[src/core/asbp_pkg.sv]
// Package for the byte-wide asynchronous static RAM host controller.
package asbp_pkg;

	localparam int ADDR_W = 16;
	localparam int DATA_W = 8;
	localparam int CLK_PERIOD_PS = 4000;

	// Device timing in picoseconds, slowest speed grade.
	localparam int ADDR_ACCESS_PS = 15000;
	localparam int WRITE_PULSE_PS = 10000;
	localparam int WRITE_FLOAT_DELAY_PS = 8000;
	localparam int DATA_OVERLAP_MIN_PS = 8000;
	localparam int OUTPUT_FLOAT_PS = 7000;

	// Least times round up to whole cycles.
	localparam int READ_CYC = (ADDR_ACCESS_PS + CLK_PERIOD_PS - 1) / CLK_PERIOD_PS + 1;
	localparam int WP_MIN_PS = (WRITE_PULSE_PS > WRITE_FLOAT_DELAY_PS + DATA_OVERLAP_MIN_PS)
		? WRITE_PULSE_PS : WRITE_FLOAT_DELAY_PS + DATA_OVERLAP_MIN_PS + 1;
	localparam int WRITE_CYC = (WP_MIN_PS + CLK_PERIOD_PS - 1) / CLK_PERIOD_PS;
	localparam int FLOAT_CYC = (WRITE_FLOAT_DELAY_PS + CLK_PERIOD_PS - 1) / CLK_PERIOD_PS;
	localparam int TURN_CYC = (OUTPUT_FLOAT_PS + CLK_PERIOD_PS - 1) / CLK_PERIOD_PS;
	localparam int CNT_W = 4;

	typedef struct packed {
		logic wr;
		logic [ADDR_W-1:0] addr;
		logic [DATA_W-1:0] wdata;
	} asbp_req_t;

	typedef struct packed {
		logic [ADDR_W-1:0] word_address_lines;
		logic select_active_low_n;
		logic select_active_high;
		logic write_strobe_n;
		logic output_drive_n;
	} asbp_pins_t;

	localparam asbp_pins_t PINS_IDLE = '{
		word_address_lines: 16'h0000,
		select_active_low_n: 1'b1,
		select_active_high: 1'b0,
		write_strobe_n: 1'b1,
		output_drive_n: 1'b1
	};

endpackage : asbp_pkg

[src/core/asbp_sync.sv]
// Two-flop synchroniser for the byte lines read back from the RAM.
`timescale 1ns/100ps
module asbp_sync #(
	parameter int W = 8
) (
	// Clock and reset.
	input wire logic ref_clk_i,
	input wire logic srst_i,
	// Data.
	input wire logic [W-1:0] d_i,
	output logic [W-1:0] q_o
);
	logic [W-1:0] s1_q;
	logic [W-1:0] s2_q;

	always_ff @(posedge ref_clk_i)
	begin
		if (srst_i)
		begin
			s1_q <= '0;
			s2_q <= '0;
		end
		else
		begin
			s1_q <= d_i;
			s2_q <= s1_q;
		end
	end

	assign q_o = s2_q;

endmodule : asbp_sync

[src/core/asbp_ctrl.sv]
// Host controller driving a byte-wide asynchronous static RAM through its pins.
`timescale 1ns/100ps
// Functional notes
// - Host presents a sixteen-bit address, one byte per address.
// - Eight shared byte lines: RAM drives on reads, host on writes.
// - Address changes only while strobe or low select is high.
// - Strobe pulse exceeds float delay plus data overlap time.
// - Host never drives byte lines while the RAM drives them.
module asbp_ctrl
	import asbp_pkg::*;
(
	// Clock and reset.
	input wire logic ref_clk_i,
	input wire logic srst_i,
	// User request side.
	input wire logic req_valid_i,
	input wire asbp_pkg::asbp_req_t req_i,
	output logic req_ready_o,
	output logic rsp_valid_o,
	output logic [asbp_pkg::DATA_W-1:0] rsp_rdata_o,
	// RAM pins.
	output asbp_pkg::asbp_pins_t pins_o,
	input wire logic [asbp_pkg::DATA_W-1:0] byte_lines_i,
	output logic [asbp_pkg::DATA_W-1:0] byte_lines_o,
	output logic byte_lines_oe_o
);
	import asbp_pkg::*;

	// The counters must reach every terminal count without wrapping.
	if (READ_CYC + 2 >= (1 << CNT_W))
	begin : g_read_cnt_check
		$error("Read access count exceeds counter width.");
	end
	if (WRITE_CYC + 1 >= (1 << CNT_W))
	begin : g_write_cnt_check
		$error("Write pulse count exceeds counter width.");
	end
	// A turnaround of zero cycles would let the next write meet a driving RAM.
	if (TURN_CYC < 1 || TURN_CYC >= (1 << CNT_W))
	begin : g_turn_cnt_check
		$error("Turnaround count outside the counter range.");
	end
	// The strobe pulse has to outlast the float delay plus the data overlap.
	if (WRITE_CYC * CLK_PERIOD_PS <= WRITE_FLOAT_DELAY_PS + DATA_OVERLAP_MIN_PS)
	begin : g_pulse_check
		$error("Write pulse too short for the RAM to release its drivers.");
	end
	// Read data are sampled a whole number of cycles after the address moves.
	if (READ_CYC * CLK_PERIOD_PS < ADDR_ACCESS_PS)
	begin : g_access_check
		$error("Read sampling comes before the access time.");
	end

	typedef enum logic [2:0] {
		ST_IDLE, ST_RD, ST_RD_WAIT, ST_WR_SETUP, ST_WR, ST_WR_END, ST_TURN
	} asbp_state_t;

	asbp_state_t state_q, state_d;
	logic [CNT_W-1:0] cnt_q, cnt_d;
	asbp_pins_t pins_q, pins_d;
	logic [DATA_W-1:0] wdata_q, wdata_d;
	logic oe_q, oe_d;
	logic ready_q, ready_d;
	logic rsp_valid_q, rsp_valid_d;
	logic [DATA_W-1:0] rdata_q, rdata_d;
	logic [DATA_W-1:0] rd_sync;

	asbp_sync #(
		.W(DATA_W)
	) u_sync (
		.ref_clk_i(ref_clk_i),
		.srst_i(srst_i),
		.d_i(byte_lines_i),
		.q_o(rd_sync)
	);

	always_comb
	begin
		state_d = state_q;
		cnt_d = cnt_q;
		pins_d = pins_q;
		wdata_d = wdata_q;
		oe_d = oe_q;
		ready_d = 1'b0;
		rsp_valid_d = 1'b0;
		rdata_d = rdata_q;
		unique case (state_q)
			ST_IDLE:
			begin
				ready_d = 1'b1;
				if (req_valid_i && ready_q)
				begin
					ready_d = 1'b0;
					// Address moves only with the strobe high; a read drops low select on the same edge.
					pins_d.word_address_lines = req_i.addr;
					pins_d.select_active_high = 1'b1;
					cnt_d = '0;
					if (req_i.wr)
					begin
						wdata_d = req_i.wdata;
						// Drive enable stays high so the RAM never drives.
						pins_d.output_drive_n = 1'b1;
						state_d = ST_WR_SETUP;
					end
					else
					begin
						// Both selects on, drive enable low, strobe high.
						pins_d.select_active_low_n = 1'b0;
						pins_d.output_drive_n = 1'b0;
						state_d = ST_RD;
					end
				end
			end
			ST_RD:
			begin
				cnt_d = cnt_q + 1'b1;
				if (cnt_q == CNT_W'(READ_CYC - 1))
				begin
					cnt_d = '0;
					state_d = ST_RD_WAIT;
				end
			end
			ST_RD_WAIT:
			begin
				// Wait out the synchroniser before sampling.
				cnt_d = cnt_q + 1'b1;
				if (cnt_q == CNT_W'(1))
				begin
					rdata_d = rd_sync;
					rsp_valid_d = 1'b1;
					pins_d = PINS_IDLE;
					pins_d.word_address_lines = pins_q.word_address_lines;
					cnt_d = '0;
					state_d = ST_TURN;
				end
			end
			ST_WR_SETUP:
			begin
				// Strobe and low select fall together, so RAM outputs stay floating.
				pins_d.write_strobe_n = 1'b0;
				pins_d.select_active_low_n = 1'b0;
				oe_d = 1'b1;
				state_d = ST_WR;
			end
			ST_WR:
			begin
				// Write pulse spans the float delay plus data overlap.
				cnt_d = cnt_q + 1'b1;
				if (cnt_q == CNT_W'(WRITE_CYC - 1))
				begin
					pins_d.write_strobe_n = 1'b1;
					pins_d.select_active_low_n = 1'b1;
					cnt_d = '0;
					state_d = ST_WR_END;
				end
			end
			ST_WR_END:
			begin
				// Data held one cycle past the strobe's rise.
				oe_d = 1'b0;
				pins_d.select_active_high = 1'b0;
				rsp_valid_d = 1'b1;
				state_d = ST_TURN;
			end
			ST_TURN:
			begin
				// Bus turnaround so RAM drivers release before the next cycle.
				// The RAM lets go of the byte lines within its float time after deselect.
				cnt_d = cnt_q + 1'b1;
				if (cnt_q >= CNT_W'(TURN_CYC - 1))
				begin
					cnt_d = '0;
					ready_d = 1'b1;
					state_d = ST_IDLE;
				end
			end
		endcase
	end

	always_ff @(posedge ref_clk_i)
	begin
		if (srst_i)
		begin
			state_q <= ST_IDLE;
			cnt_q <= '0;
			pins_q <= PINS_IDLE;
			wdata_q <= '0;
			oe_q <= 1'b0;
			ready_q <= 1'b0;
			rsp_valid_q <= 1'b0;
			rdata_q <= '0;
		end
		else
		begin
			state_q <= state_d;
			cnt_q <= cnt_d;
			pins_q <= pins_d;
			wdata_q <= wdata_d;
			oe_q <= oe_d;
			ready_q <= ready_d;
			rsp_valid_q <= rsp_valid_d;
			rdata_q <= rdata_d;
		end
	end

	assign pins_o = pins_q;
	assign byte_lines_o = wdata_q;
	assign byte_lines_oe_o = oe_q;
	assign req_ready_o = ready_q;
	assign rsp_valid_o = rsp_valid_q;
	assign rsp_rdata_o = rdata_q;

endmodule : asbp_ctrl

[config.mk]
export PLATFORM = sky130hd
export DESIGN_NAME = asbp_ctrl
export DESIGN_NICKNAME = d
export VERILOG_FILES = /design/src/core/asbp_pkg.sv /design/src/core/asbp_sync.sv /design/src/core/asbp_ctrl.sv
export SDC_FILE = /design/constraint.sdc
export NUM_CORES = 1
export LEC_CHECK = 0
export ABC_AREA = 1
export BUFFER_PORTS_ARGS = -buffer_cell sky130_fd_sc_hd__buf_2
export CORE_UTILIZATION = 42
export CTS_BUF_LIST = sky130_fd_sc_hd__clkbuf_8
export CTS_CLUSTER_SIZE = 25
export DETAILED_ROUTE_END_ITERATION = 7
export PLACE_DENSITY_LB_ADDON = 0.05
export SYNTH_ARGS = -nofsm -noshare
export SYNTH_HDL_FRONTEND = slang
export SYNTH_SLANG_ARGS = --single-unit
[constraint.sdc]
create_clock -name ref_clk_i -period 2 [get_ports ref_clk_i]
set_input_delay 0.4 -clock ref_clk_i [delete_from_list [all_inputs] [get_ports ref_clk_i]]
set_output_delay 0.4 -clock ref_clk_i [all_outputs]
set_load 0.005 [all_outputs]
==> results.cfg <==
[placed_design]
portBuffers = 74
place_area_mm2 = 0.00288
hpwlAfterDp_mm = 3.73
gp_congestion = 0.885

[clocking]
tritoncts = built
post_cts_resized = 0
cts_root_buf = clkbuf_8
clk_pin_slew_ns = 0.07
worstSkewPairLatency_ns = 0.33
clockBufferDepth = 2
cts_made_buffers = 9
cts_sinks = 62
hold_buffers = 0
post-cts-setup-buffers = 0
cts_max_level = 3

[drt]
drc_errors = 0
vias = 2145
antenna_left = 0
first_iter_violations = 81
totalWireLength_mm = 5.15
dr.pass1.iters = 4
via_per_inst = 4.49
post_drt_wl_per_cell_um = 10.8

[sta]
setup_viol = 0
rsz0062_at_grt = no
min_period_over_period = 0.799
maxSlewViolCount = 0
final.min_clock_period_ns = 1.60
clock_skew_ns = 0.00790
hold_viol_final = 0
setup_tns_ns = 0
tightest_slew_ns = 0.390
fmax_mhz = 626
slew_headroom = 0.739

[layout]
antennaDiodeCount = 0
syn2layout_area_growth_pct = 24.7
drive_above_1_share = 0.281
design_area_mm2 = 0.00305
final_util = 0.547
finalNetCount = 441

[floorplan]
design.die.area_mm2 = 0.00613
io_pins = 75
start_util = 0.439
die_w_um = 78.3
rows = 27
die_h_um = 78.3
core_mm2 = 0.00557

[grt]
grt_pass1_wl_mm = 8.64
antenna_found_initial = 0
gr-usage-all-layers = 0.186
grt_max_degree = 21
overflow = 0
grt_pass1_vias = 1937

[run_status]
status = finished clean

[worst_setup_path]
startpoint_type = flop
critical_path_class = flop to flop
end_kind = flop
cp_slowest_stage_delay_ns = 0.40
worstPathRequired_ns = 2.22
worst-path-max-fanout = 11
cp_slowest_cell = dfxtp_1
path_common_cell = inv_1
arrival_ns = 1.82
worstPathCellList = inv_1, ha_1, nand3_1, inv_1, nand2_1, inv_1, nor2_1, nor2_1

[synthesis]
synth_area_mm2 = 0.00245
syn-num-nets = 362
syn-mean-instance-area_um2 = 7.60
ys_seq_area_frac = 0.507
yosys.cell_types.count = 23
postSynthCellCount = 322
ys_warn_count = 0
synth_seq_cells = 62

[run]
max-cap-violations = 0

[pwr]
ir_drop_mv = 0.475
power_density_mw_per_mm2 = 1170
fin_total_pwr_uw = 3570
power_leakage_uw = 0.00158

[worst_hold_path]
hold_path.class = input port to flop
## cell usage after synthesis, drive strengths merged
library cell | instances | share of area
nor2 | 102 | 0.17
dfxtp | 62 | 0.51
nand2 | 44 | 0.084
o21ai | 40 | 0.083
inv | 37 | 0.057
nand3 | 12 | 0.025
buf | 5 | 0.016
clkbuf | 5 | 0.0077
a21oi | 4 | 0.0082
ha | 4 | 0.020
nand4 | 2 | 0.0051
o21bai | 2 | 0.0061
nand3b | 1 | 0.0031
nor3 | 1 | 0.0067
xor2 | 1 | 0.0036
## final timing paths
path                         from              to  slack (ns)  cells past startpoint
setup / recovery         cnt_q[1]  rsp_rdata_o[1]        0.40                      8
hold / removal    byte_lines_i[7]  u_sync.s1_q[7]        0.26                      3
setup reg to reg         cnt_q[1]  rsp_rdata_o[1]        0.40                      8
hold reg to reg    u_sync.s1_q[1]   u_sync.q_o[1]        0.40                      2
## report_power, final
group	switching [uW]	internal, uW	leakage (uW)
Sequential	123	1410	0.000506
Clock	495	450	0.0000894
Combinational	677	413	0.000983
Total	1300	2270	0.00158
## kinds of logic (layout without fill, tap and decap cells)
| kind of cell | Yosys count | count (layout) | share of synthesized area |
|---|---|---|---|
| xor+xnor | 1 | 1 | 0.00358 |
| buf+inv | 47 | 131 | 0.0808 |
| compound gates | 46 | 46 | 0.0977 |
| fa+ha+maj | 4 | 4 | 0.0205 |
| flops | 62 | 62 | 0.507 |
| simple gates | 162 | 162 | 0.290 |
## worst max-delay path: cells and delay by family, from the launching register on
kind | cells | cell delay, ns
flops | 1 | 0.40
simple gates | 4 | 0.54
fa+ha+maj | 1 | 0.20
buf+inv | 3 | 0.34
## routing by layer
layer / share of wire / GRT usage / routed length [um]
met2: 0.43 / 0.286 / 2240
met4: 0.020 / 0.106 / 104
met3: 0.059 / 0.0640 / 303
met1: 0.49 / 0.225 / 2510
met5: 0 / 0 / 0
## placed cells by master, fill, tap and decap left out, drive strengths merged
master      n
nor2      102
buf        78
dfxtp      62
nand2      44
o21ai      40
inv        38
nand3      12
clkbuf      9
clkinv      5
a21oi       4
ha          4
nand4       2
o21bai      2
nor3        1
nand3b      1
xor2        1
clkinvlp    1
## sequential cells by signal, indices dropped and copies added (netlist names)
register,count
byte_lines_o,8
u_sync.q_o,8
byte_lines_oe_o,1
pins_o,20
rsp_rdata_o,8
u_sync.s1_q,8
req_ready_o,1
rsp_valid_o,1
cnt_q,4
state_q,3
## area by class of cell
| cell class | count | area [um^2] |
|---|---|---|
| Clock buffer | 9 | 124 |
| Clock inverter | 7 | 48.8 |
| Fill cell | 574 | 2520 |
| Inverter | 37 | 139 |
| Multi-Input combinational cell | 213 | 1010 |
| Sequential cell | 62 | 1240 |
| Tap cell | 72 | 90.1 |
| Timing Repair Buffer | 78 | 400 |
## stage by stage
stage | setup WS [ns] | instances | hold WS, ns
3_5_place_dp | 0.388 | 462 | 0.395
3_3_place_gp | 0.474 | 462 | 0.392
5_1_grt | 0.139 | 478 | 0.244
4_1_cts | 0.381 | 478 | 0.249
6_report | 0.402 | 478 | 0.264
2_1_floorplan | 0.679 | 322 | 0.388
Power figures use the tool's default switching activity.
